[config.mk]
export PLATFORM = sky130hd
export DESIGN_NAME = return_set_skip_instr_group
export DESIGN_NICKNAME = d
export VERILOG_FILES = /design/src/core/rss_pkg.sv /design/src/core/reg_bus_if.sv /design/src/core/return_set_skip_instr_group.sv /design/src/core/axil_slave.sv /design/src/core/op_decode.sv
export VERILOG_INCLUDE_DIRS = /design/src /design/src/core
export SDC_FILE = /design/constraint.sdc
export NUM_CORES = 1
export LEC_CHECK = 0
export BUFFER_PORTS_ARGS = -buffer_cell sky130_fd_sc_hd__buf_2
export CORE_MARGIN = 10
export CORE_UTILIZATION = 60
export CTS_BUF_LIST = sky130_fd_sc_hd__clkbuf_4 sky130_fd_sc_hd__clkbuf_8 sky130_fd_sc_hd__clkbuf_16
export CTS_CLUSTER_SIZE = 10
export DETAILED_ROUTE_END_ITERATION = 6
export PLACE_DENSITY = 0.79
export SYNTH_ARGS = -nofsm -noshare
export SYNTH_HDL_FRONTEND = slang
export SYNTH_SLANG_ARGS = --single-unit
[constraint.sdc]
create_clock -name clk -period 4.2 [get_ports clk]
set_input_delay 0.21 -clock clk [delete_from_list [all_inputs] [get_ports clk]]
set_output_delay 0.21 -clock clk [all_outputs]
set_load 0.02 [all_outputs]
[src/core/rss_defs.svh]
/*
 * Shared constants of the return/set/skip execute block: register
 * offsets, field positions, opcodes, reset values and bus answers.
 * Assumes inclusion by bare name from the interface and modules.
 */
`ifndef RSS_DEFS_SVH
`define RSS_DEFS_SVH

`define ADDR_W        8
`define DATA_W        32
`define PC_W          12
`define SP_W          3
`define STACK_DEPTH   8
`define MEM_DEPTH     16

// register byte offsets
`define REG_EXEC      8'h00
`define REG_CTRL      8'h04
`define REG_STATUS    8'h08
`define REG_CORE      8'h0C
`define REG_MEM       8'h10

// field positions
`define EXEC_W1_LSB   0
`define EXEC_W2_LSB   16
`define CTRL_CALL     0
`define CTRL_INT      1
`define CTRL_PC_LSB   16
`define STAT_HIREF    17
`define STAT_PORT_LSB 20
`define CORE_A_LSB    0
`define CORE_B_LSB    4
`define CORE_X_LSB    8
`define CORE_Y_LSB    12
`define CORE_Z_LSB    16
`define CORE_CARRY    20
`define CORE_NOP      21
`define CORE_SKIP     22

// opcodes (10-bit instruction words; the bit set gives only its top 8 bits)
`define OPC_SUB_RET   10'h044
`define OPC_RET_SKIP  10'h045
`define OPC_INT_RET   10'h046
`define OPC_CLR_HREF  10'h058
`define OPC_SETBIT_HI 8'h17
`define OPC_SET_CARRY 10'h007
`define OPC_SET_PORT  10'h015
`define OPC_CMP_IMM   10'h025

// reset values and bus answers
`define PC_RST        12'h000
`define SP_RST        3'h7
`define HIREF_RST     1'h0
`define PORT_RST      4'h0
`define RESP_OKAY     2'h0
`define RESP_SLVERR   2'h2
`define STRB_FULL     4'hF

`endif

[src/core/rss_pkg.sv]
/*
 * Types of the return/set/skip execute block: decoded operations,
 * sequencer states and the CPU context saved around an interrupt.
 * Assumes nothing beyond the constants header.
 */
package rss_pkg;
    typedef enum logic [3:0] {
        OP_NONE, OP_SUB_RETURN, OP_INT_RETURN, OP_RETURN_SKIP,
        OP_CLEAR_HIGH_REF, OP_SET_MEM_BIT, OP_SET_CARRY,
        OP_SET_PORT_D_BIT, OP_COMPARE_IMM_SKIP
    } op_type;

    typedef enum logic [1:0] {ST_IDLE, ST_EXEC1, ST_EXEC2} state_type;

    typedef struct packed {
        logic [3:0] acc;
        logic [3:0] regB;
        logic [3:0] ptrX;
        logic [3:0] ptrY;
        logic [1:0] ptrZ;
        logic       carryFlag;
        logic       nopMode;
        logic       skip;
    } ctx_type;
endpackage

[src/core/reg_bus_if.sv]
/*
 * Internal register access carrier between the AXI4-Lite slave and
 * the execute core. Assumes one clock; all signals are combinational.
 */
`timescale 1ns/10ps
`default_nettype none
`include "rss_defs.svh"

interface reg_bus_if;
    logic                wrEn;
    logic [`ADDR_W-1:0]  wrAddr;
    logic [`DATA_W-1:0]  wrData;
    logic                wrHit;
    logic [`ADDR_W-1:0]  rdAddr;
    logic [`DATA_W-1:0]  rdData;
    logic                rdHit;

    modport slave (output wrEn, wrAddr, wrData, rdAddr,
                   input  wrHit, rdHit, rdData);
    modport core  (input  wrEn, wrAddr, wrData, rdAddr,
                   output wrHit, rdHit, rdData);
endinterface // reg_bus_if

`default_nettype wire

[src/core/return_set_skip_instr_group.sv]
/*
 * Execute core for returns, bit/flag sets and compare-and-skip of a
 * 4-bit CPU, with an AXI4-Lite register port for issue and state.
 * Assumes software issues one instruction at a time through EXEC.
 */
// Decided for this implementation: the register offsets and register access over AXI4-Lite.
`timescale 1ns/10ps
`default_nettype none
`include "rss_defs.svh"

// What this block does
// (RL1) return pops PC, SP drops, two cycles
// (RL2) interrupt return pops PC in one cycle
// (RL3) interrupt return restores pointers, flags, A, B
// (RL4) return-and-skip pops PC, skips next instruction
// (RL5) flag clear zeroes high-ref flag, carry kept
// (RL6) bit set raises bit j of memory
// (RL7) carry set forces carry, nothing else
// (RL8) port set raises port D bit Y
// (RL9) software keeps Y within 0..3 here
// (RL10) compare skips next when A equals n
// (RL11) compare mismatch lets next instruction run
// (RL12) opcode decoded from word, immediates low bits
module return_set_skip_instr_group (
    input  wire logic               clk,
    input  wire logic               rst,
    input  wire logic [`ADDR_W-1:0] awaddr,
    input  wire logic               awvalid,
    output logic                    awready,
    input  wire logic [`DATA_W-1:0] wdata,
    input  wire logic [3:0]         wstrb,
    input  wire logic               wvalid,
    output logic                    wready,
    output logic [1:0]              bresp,
    output logic                    bvalid,
    input  wire logic               bready,
    input  wire logic [`ADDR_W-1:0] araddr,
    input  wire logic               arvalid,
    output logic                    arready,
    output logic [`DATA_W-1:0]      rdata,
    output logic [1:0]              rresp,
    output logic                    rvalid,
    input  wire logic               rready,
    output logic [3:0]              portD,
    output logic                    highRefEnableFlag
);
    import rss_pkg::*;

    reg_bus_if bus ();

    state_type      state;
    ctx_type        cur;
    ctx_type        saved;
    op_type         op;
    logic [1:0]     bitSel;
    logic           twoCycle;
    logic [`PC_W-1:0] pc;
    logic [`SP_W-1:0] sp;
    logic [`PC_W-1:0] returnStack [`STACK_DEPTH];
    logic [3:0]     mem [`MEM_DEPTH];
    logic [9:0]     word1;
    logic [9:0]     word2;

    function automatic logic isMapped(input logic [`ADDR_W-1:0] a);
        return a == `REG_EXEC || a == `REG_CTRL || a == `REG_STATUS ||
               a == `REG_CORE || a == `REG_MEM;
    endfunction

    axil_slave u_slave (
        .clk     (clk),
        .rst     (rst),
        .awaddr  (awaddr),
        .awvalid (awvalid),
        .awready (awready),
        .wdata   (wdata),
        .wstrb   (wstrb),
        .wvalid  (wvalid),
        .wready  (wready),
        .bresp   (bresp),
        .bvalid  (bvalid),
        .bready  (bready),
        .araddr  (araddr),
        .arvalid (arvalid),
        .arready (arready),
        .rdata   (rdata),
        .rresp   (rresp),
        .rvalid  (rvalid),
        .rready  (rready),
        .bus     (bus)
    );

    op_decode u_decode (
        .word1    (word1),
        .op       (op),
        .bitSel   (bitSel),
        .twoCycle (twoCycle)
    );

    // register decode; state writes are refused while an op runs
    logic busIdle;
    logic wrExec;
    logic wrCtrl;
    logic wrStatus;
    logic wrCore;
    logic wrMem;
    logic pushReq;
    assign busIdle  = state == ST_IDLE;
    assign wrExec   = bus.wrEn && bus.wrAddr == `REG_EXEC && busIdle;
    assign wrCtrl   = bus.wrEn && bus.wrAddr == `REG_CTRL && busIdle;
    assign wrStatus = bus.wrEn && bus.wrAddr == `REG_STATUS && busIdle;
    assign wrCore   = bus.wrEn && bus.wrAddr == `REG_CORE && busIdle;
    assign wrMem    = bus.wrEn && bus.wrAddr == `REG_MEM && busIdle;
    assign pushReq  = wrCtrl && (bus.wrData[`CTRL_CALL] ||
                                 bus.wrData[`CTRL_INT]);
    assign bus.wrHit = isMapped(bus.wrAddr);
    assign bus.rdHit = isMapped(bus.rdAddr);

    // execute-phase terms
    logic             exec1;
    logic             exec2;
    logic             skipNow;
    logic             run1;
    logic             isReturn;
    logic             accEq;
    logic [3:0]       memIdx;
    logic [1:0]       portSel;
    logic [`SP_W-1:0] spPush;
    logic [`SP_W-1:0] spPop;
    logic [`PC_W-1:0] topPc;
    logic [`PC_W-1:0] pcStep;
    assign exec1    = state == ST_EXEC1;
    assign exec2    = state == ST_EXEC2;
    assign skipNow  = exec1 && cur.skip;
    assign run1     = exec1 && !cur.skip;
    assign isReturn = op == OP_SUB_RETURN || op == OP_INT_RETURN ||
                      op == OP_RETURN_SKIP;
    assign accEq    = cur.acc == word2[3:0]; // RL12
    assign memIdx   = cur.ptrY;
    assign portSel  = cur.ptrY[1:0]; // RL9
    assign spPush   = sp + `SP_W'(1);
    assign spPop    = sp - `SP_W'(1);
    assign topPc    = returnStack[sp];
    assign pcStep   = pc + ((op == OP_COMPARE_IMM_SKIP) ?
                            `PC_W'(2) : `PC_W'(1));

    // read selection
    logic [`DATA_W-1:0] statusWord;
    logic [`DATA_W-1:0] coreWord;
    assign statusWord = {8'h00, portD, 2'h0, highRefEnableFlag,
                         !busIdle, 1'h0, sp, pc};
    assign coreWord   = {9'h000, cur.skip, cur.nopMode, cur.carryFlag,
                         2'h0, cur.ptrZ, cur.ptrY, cur.ptrX,
                         cur.regB, cur.acc};
    assign bus.rdData =
        (bus.rdAddr == `REG_EXEC)   ? {6'h00, word2, 6'h00, word1} :
        (bus.rdAddr == `REG_STATUS) ? statusWord :
        (bus.rdAddr == `REG_CORE)   ? coreWord :
        (bus.rdAddr == `REG_MEM)    ? {28'h0000000, mem[memIdx]} :
        32'h00000000;

    // sequencer: two-cycle ops that are not skipped spend one more cycle in EXEC2
    always_ff @(posedge clk) begin
        if (rst) state <= ST_IDLE;
        else begin
            case (state)
                ST_IDLE:  if (wrExec) state <= ST_EXEC1;
                ST_EXEC1: state <= (run1 && twoCycle) ? ST_EXEC2 : ST_IDLE;
                ST_EXEC2: state <= ST_IDLE;
                default:  state <= ST_IDLE;
            endcase
        end
    end

    // instruction words, second word only used by the compare
    always_ff @(posedge clk) begin
        if (rst) begin
            word1 <= 10'h000;
            word2 <= 10'h000;
        end else if (wrExec) begin
            word1 <= bus.wrData[`EXEC_W1_LSB +: 10];
            word2 <= bus.wrData[`EXEC_W2_LSB +: 10];
        end
    end

    // program counter: returns reload it from the stack top
    always_ff @(posedge clk) begin
        if (rst) pc <= `PC_RST;
        else if (wrCtrl) pc <= bus.wrData[`CTRL_PC_LSB +: `PC_W];
        else if (skipNow) pc <= pcStep;
        else if (run1) pc <= isReturn ? topPc : pcStep; // RL1 RL2 RL4
    end

    // stack pointer: plain and skip returns drop it in the second cycle
    always_ff @(posedge clk) begin
        if (rst) sp <= `SP_RST;
        else if (pushReq) sp <= spPush;
        else if (exec2 && (op == OP_SUB_RETURN ||
                           op == OP_RETURN_SKIP)) sp <= spPop; // RL1 RL4
        else if (run1 && op == OP_INT_RETURN) sp <= spPop; // RL2
    end

    // stack entries; overflow wraps silently, as in the small core
    for (genvar i = 0; i < `STACK_DEPTH; i++) begin : g_stack
        always_ff @(posedge clk) begin
            if (rst) returnStack[i] <= `PC_RST;
            else if (pushReq && spPush == `SP_W'(i)) returnStack[i] <= pc;
        end
    end

    // data memory nibbles, indexed by the Y pointer
    for (genvar i = 0; i < `MEM_DEPTH; i++) begin : g_mem
        always_ff @(posedge clk) begin
            if (rst) mem[i] <= 4'h0;
            else if (run1 && op == OP_SET_MEM_BIT && memIdx == 4'(i))
                mem[i][bitSel] <= 1'h1; // RL6
            else if (wrMem && memIdx == 4'(i))
                mem[i] <= bus.wrData[3:0];
        end
    end

    // live context; the skip flag is cleared only in a skipped EXEC1 and is loaded in EXEC2,
    // by an idle CORE write or by the interrupt return, so no two of these meet
    always_ff @(posedge clk) begin
        if (rst) cur <= '0;
        else if (run1 && op == OP_INT_RETURN) cur <= saved; // RL3
        else begin
            if (wrCore) begin
                cur.acc       <= bus.wrData[`CORE_A_LSB +: 4];
                cur.regB      <= bus.wrData[`CORE_B_LSB +: 4];
                cur.ptrX      <= bus.wrData[`CORE_X_LSB +: 4];
                cur.ptrY      <= bus.wrData[`CORE_Y_LSB +: 4];
                cur.ptrZ      <= bus.wrData[`CORE_Z_LSB +: 2];
                cur.carryFlag <= bus.wrData[`CORE_CARRY];
                cur.nopMode   <= bus.wrData[`CORE_NOP];
                cur.skip      <= bus.wrData[`CORE_SKIP];
            end
            if (run1 && op == OP_SET_CARRY) cur.carryFlag <= 1'h1; // RL7
            if (skipNow) cur.skip <= 1'h0;
            if (exec2 && op == OP_RETURN_SKIP) cur.skip <= 1'h1; // RL4
            if (exec2 && op == OP_COMPARE_IMM_SKIP)
                cur.skip <= accEq; // RL10 RL11
        end
    end

    // context snapshot taken at interrupt entry
    always_ff @(posedge clk) begin
        if (rst) saved <= '0;
        else if (wrCtrl && bus.wrData[`CTRL_INT]) saved <= cur; // RL3
    end

    // table-reference flag and port D latch
    always_ff @(posedge clk) begin
        if (rst) begin
            highRefEnableFlag <= `HIREF_RST;
            portD             <= `PORT_RST;
        end else if (run1 && op == OP_CLEAR_HIGH_REF) begin
            highRefEnableFlag <= 1'h0; // RL5
        end else if (run1 && op == OP_SET_PORT_D_BIT) begin
            portD[portSel] <= 1'h1; // RL8
        end else if (wrStatus) begin
            highRefEnableFlag <= bus.wrData[`STAT_HIREF];
            portD             <= bus.wrData[`STAT_PORT_LSB +: 4];
        end
    end
endmodule // return_set_skip_instr_group

`default_nettype wire

[src/core/axil_slave.sv]
/*
 * AXI4-Lite slave: holds address and data, issues one write pulse,
 * answers reads one cycle after the address is taken.
 * Assumes the core decodes addresses combinationally.
 */
`timescale 1ns/10ps
`default_nettype none
`include "rss_defs.svh"

module axil_slave (
    input  wire logic               clk,
    input  wire logic               rst,
    input  wire logic [`ADDR_W-1:0] awaddr,
    input  wire logic               awvalid,
    output logic                    awready,
    input  wire logic [`DATA_W-1:0] wdata,
    input  wire logic [3:0]         wstrb,
    input  wire logic               wvalid,
    output logic                    wready,
    output logic [1:0]              bresp,
    output logic                    bvalid,
    input  wire logic               bready,
    input  wire logic [`ADDR_W-1:0] araddr,
    input  wire logic               arvalid,
    output logic                    arready,
    output logic [`DATA_W-1:0]      rdata,
    output logic [1:0]              rresp,
    output logic                    rvalid,
    input  wire logic               rready,
    reg_bus_if.slave                bus
);
    logic               awHeld;
    logic               wHeld;
    logic               arPending;
    logic [`ADDR_W-1:0] awAddrQ;
    logic [`DATA_W-1:0] wDataQ;
    logic [3:0]         wStrbQ;
    logic [`ADDR_W-1:0] arAddrQ;
    logic               doWrite;
    logic               strbOk;

    // partial writes are refused with an error rather than merged
    assign doWrite    = awHeld && wHeld && !bvalid;
    assign strbOk     = wStrbQ == `STRB_FULL;
    assign bus.wrEn   = doWrite && strbOk;
    assign bus.wrAddr = awAddrQ;
    assign bus.wrData = wDataQ;
    assign bus.rdAddr = arAddrQ;

    // write address and data channels, taken in either order
    always_ff @(posedge clk) begin
        if (rst) begin
            awready <= 1'h0;
            wready  <= 1'h0;
            awHeld  <= 1'h0;
            wHeld   <= 1'h0;
        end else begin
            if (awvalid && awready) begin
                awAddrQ <= awaddr;
                awHeld  <= 1'h1;
                awready <= 1'h0;
            end else if (doWrite) awHeld <= 1'h0;
            else if (!awHeld) awready <= 1'h1;
            if (wvalid && wready) begin
                wDataQ <= wdata;
                wStrbQ <= wstrb;
                wHeld  <= 1'h1;
                wready <= 1'h0;
            end else if (doWrite) wHeld <= 1'h0;
            else if (!wHeld) wready <= 1'h1;
        end
    end

    // write response follows both halves
    always_ff @(posedge clk) begin
        if (rst) begin
            bvalid <= 1'h0;
            bresp  <= `RESP_OKAY;
        end else if (doWrite) begin
            bvalid <= 1'h1;
            bresp  <= (bus.wrHit && strbOk) ? `RESP_OKAY : `RESP_SLVERR;
        end else if (bready) bvalid <= 1'h0;
    end

    // read channel: one read in flight
    always_ff @(posedge clk) begin
        if (rst) begin
            arready   <= 1'h0;
            arPending <= 1'h0;
            rvalid    <= 1'h0;
            rdata     <= 32'h00000000;
            rresp     <= `RESP_OKAY;
        end else if (arvalid && arready) begin
            arAddrQ   <= araddr;
            arready   <= 1'h0;
            arPending <= 1'h1;
        end else if (arPending) begin
            arPending <= 1'h0;
            rvalid    <= 1'h1;
            rdata     <= bus.rdHit ? bus.rdData : 32'h00000000;
            rresp     <= bus.rdHit ? `RESP_OKAY : `RESP_SLVERR;
        end else if (rvalid) begin
            if (rready) rvalid <= 1'h0;
        end else arready <= 1'h1;
    end
endmodule // axil_slave

`default_nettype wire

[src/core/op_decode.sv]
/*
 * Opcode decoder: maps the first instruction word to an operation,
 * its bit-select immediate and its cycle count.
 * Assumes a stable word while the core executes it.
 */
`timescale 1ns/10ps
`default_nettype none
`include "rss_defs.svh"

module op_decode (
    input  wire logic [9:0] word1,
    output rss_pkg::op_type op,
    output logic [1:0]      bitSel,
    output logic            twoCycle
);
    import rss_pkg::*;

    logic isSubRet;
    logic isRetSkip;
    logic isIntRet;
    logic isClrHref;
    logic isSetBit;
    logic isSetCarry;
    logic isSetPort;
    logic isCmpImm;

    // exact matches, except the bit set which carries j in its low bits
    assign isSubRet   = word1 == `OPC_SUB_RET;
    assign isRetSkip  = word1 == `OPC_RET_SKIP;
    assign isIntRet   = word1 == `OPC_INT_RET;
    assign isClrHref  = word1 == `OPC_CLR_HREF;
    assign isSetBit   = word1[9:2] == `OPC_SETBIT_HI; // RL12
    assign isSetCarry = word1 == `OPC_SET_CARRY;
    assign isSetPort  = word1 == `OPC_SET_PORT;
    assign isCmpImm   = word1 == `OPC_CMP_IMM;

    assign bitSel   = word1[1:0]; // RL12
    assign twoCycle = isSubRet || isRetSkip || isCmpImm;
    assign op = isSubRet   ? OP_SUB_RETURN :
                isIntRet   ? OP_INT_RETURN :
                isRetSkip  ? OP_RETURN_SKIP :
                isClrHref  ? OP_CLEAR_HIGH_REF :
                isSetBit   ? OP_SET_MEM_BIT :
                isSetCarry ? OP_SET_CARRY :
                isSetPort  ? OP_SET_PORT_D_BIT :
                isCmpImm   ? OP_COMPARE_IMM_SKIP : OP_NONE;
endmodule // op_decode

`default_nettype wire

==> impl_metrics.toml <==
[route]
dr.pass1.iters = 5
wirelength_um = 46200
ant_nets = 0
viasPerCell = 6.59
vias = 12900
drt_iter0_markers = 1651
wl_per_cell_um = 23.6
drc_errors = 0

[global_route]
grt_pass1_wl_um = 72400
antenna_found_initial = 0
globalRoute.totalOverflow = 0
grt_usage_pct = 27.2
grt_max_degree = 75
grt_pass1_vias = 13000

[clock_network]
cts_buffer_depth = 3
cts_sinks = 335
cts_root_buf = "clkbuf_16"
insertion_delay_ns = 0.52
cts.clk_slew.worst_paths_ns = 0.06
postCtsSetupBuffers = 0
numCtsBuffers = 39
htree_levels = 2
tritoncts = "done"

[timing]
slew_headroom_pct = 23.8
fin_crit_sh_pct = 73.4
worst_pin_slew_ns = 1.14
tns_ns = 0
fin_crit_ns = 3.08
max_freq_mhz = 325
grt_setup_unrepaired = "no"
setup_viol = 0
maxSlewViolCount = 0
hold_viol = 0
skew_ns = 0.0138
timing.hold.ws_ns = 0.0383

[layout]
seq_area_um2 = 8790
layout_commonest_cell = "nand2_1"
final_cell_mix = "217 x nand2_1, 208 x edfxtp_1, 127 x dfxtp_1, 102 x and2_1, 97 x o21ai_0"
instances_no_fill = 1956
final_nets = 1661
antenna_cells = 0
drive_gt1_share_pct = 16.9
area_delta_synth_final_pct = 15.3
final_util_pct = 70.4
fillers = 1735
multi_input_area_um2 = 6580

[logic_synthesis]
synth_top_area_cell = "edfxtp_1"
synth_edf_count = 208
synth_area_um2 = 15900
synth_top_area_share_pct = 39.3
netlist_instances = 1500
synth_flop_cell = "edfxtp_1"
ys_seq_elements = 335
synthTopCellsByArea = "edfxtp_1 39%, dfxtp_1 16%, mux4_2 5.7%, nand2_1 5.1%, and2_1 4.0%"
ys_seq_area_share_pct = 55.2
yosysUniqueCellTypes = 68
yosysWarningCount = 0
synthArstFlopShare_pct = 0
synth_area_per_cell_um2 = 10.6

[placed_design]
gp_congestion = 0.966
io_buffer_count = 92
dpl.hpwl_um = 29100
dp_cells = 1835

[pwr]
leakage_nw = 7.07
ir_drop_mv = 0.452
powerDensity_nw_per_um2 = 390

[setup_path]
crit_type = "reg -> reg"
worstSetupStartpoint = "state[1]"
arrival_ns = 3.28
r2r_start = "state[1]"
path_max_fanout = 37
cp-end-kind = "flip-flop"
cp_data_required_time_ns = 4.40
start_kind = "flip-flop"

[floorplanning]
io_pins = 105
initial_utilization_pct = 61.1
die_h_um = 183
core_um2 = 26100
rows = 59
dieArea_um2 = 33400
die_w_um = 183

[run]
drv_cap = 0

[hold_path]
min_from = "arvalid"
hold_path.class = "in -> reg"

[status]
status = "finished, final reports clean"
-- cells by family after synthesis --
logic type               share of synthesized area [%]
flip-flops                                        55.2
other                                           0.0236
adder cells (fa/ha/maj)                          0.755
XOR/XNOR                                         0.991
AO/OA/AOI/OAI                                     12.3
buffers and inverters                             3.78
multiplexers                                      8.62
AND/OR/NAND/NOR                                   18.3
-- stage by stage --
step                power [mW]  instance area, um^2  worst slack, ns
floorplan                 3.78                15900             1.25
global route              7.30                18300            0.895
global placement          3.85                16600             1.30
detailed placement        3.86                16600             1.22
CTS                       7.11                18300             1.18
finish                    7.15                18300             1.12
-- area by class of cell --
class,count,share of cell area (%)
well taps,335,2.29
clock buffers,69,6.81
inverters,16,0.327
repair buffers,179,6.79
flip-flops and latches,335,47.9
multi-input cells,1022,35.9
-- cell usage after synthesis (all sizes together), types with 3 or more instances --
cell type and instances:
a21o 7, inv 16, xnor2 5, nor3b 3, nand2b 11, mux2 8, xor2 13, a222oi 4
a211oi 26, dfxtp 127, nand4 33, clkbuf 109, mux4 40, nor3 11, nor4 18, nor2b 16
a221oi 3, a31o 14, o2bb2ai 4, a22oi 25, nand3 50, nor2 76, and2 102, o22ai 11
nand2 217, o21ai 120, mux2i 38, edfxtp 208, buf 25, a21oi 89, or2 3, nor4b 12
and3 12, o2111ai 3, ha 8
-- flip-flops by register name, indices dropped and copies added (netlist names), 2 cells and up, named ones only --
register	count
saved	21
mem	64
coreWord	17
portD	4
sp	3
u_slave.bus.wrAddr	8
u_slave.wStrbQ	4
pc	12
word1	10
state	2
u_slave.bus.rdAddr	8
returnStack	96
u_slave.rdata	26
word2	10
u_slave.bus.wrData	28
memIdx	4
-- path summary, 6_finish.rpt --
kind | end | slack, ns | cells after the start
worst max-delay path | mem[13][2] | 1.12 | 6
worst min-delay path | u_slave.arready | 0.04 | 4
worst max register to register | mem[13][2] | 1.12 | 6
worst min register to register | saved[0] | 0.45 | 2
-- per-layer routing --
layer  part of all wire [%]  GRT usage, %  vias to the layer above
met3                     11          5.43                      142
li1                       -             -                     5657
met2                     48          44.2                      859
met4                    4.2          12.2                        0
met1                     37          34.7                     6226
met5                      0             0                        -
-- what timing repair did --
item | CTS | global route
hold buffers | 52 | 0
endpoints found under the hold margin | 52 | 0
resized for setup | 0 | 0
-- where the power goes --
group          internal, mW  leakage (nW)  switching, mW
combinational        0.0997          3.32          0.141
sequential             3.56          3.11         0.0433
clock                  2.01         0.639           1.29
total                  5.67          7.07           1.48
-- critical path, stage by stage (launching register included) --
cell and delay [ns]:
dfxtp_1 0.36, nand2b_1 0.41, nand2b_1 0.53, a2111oi_4 0.42
buf_4 0.42, nand3_1 0.29, o21ai_0 0.30
Power figures use the tool's default switching activity.
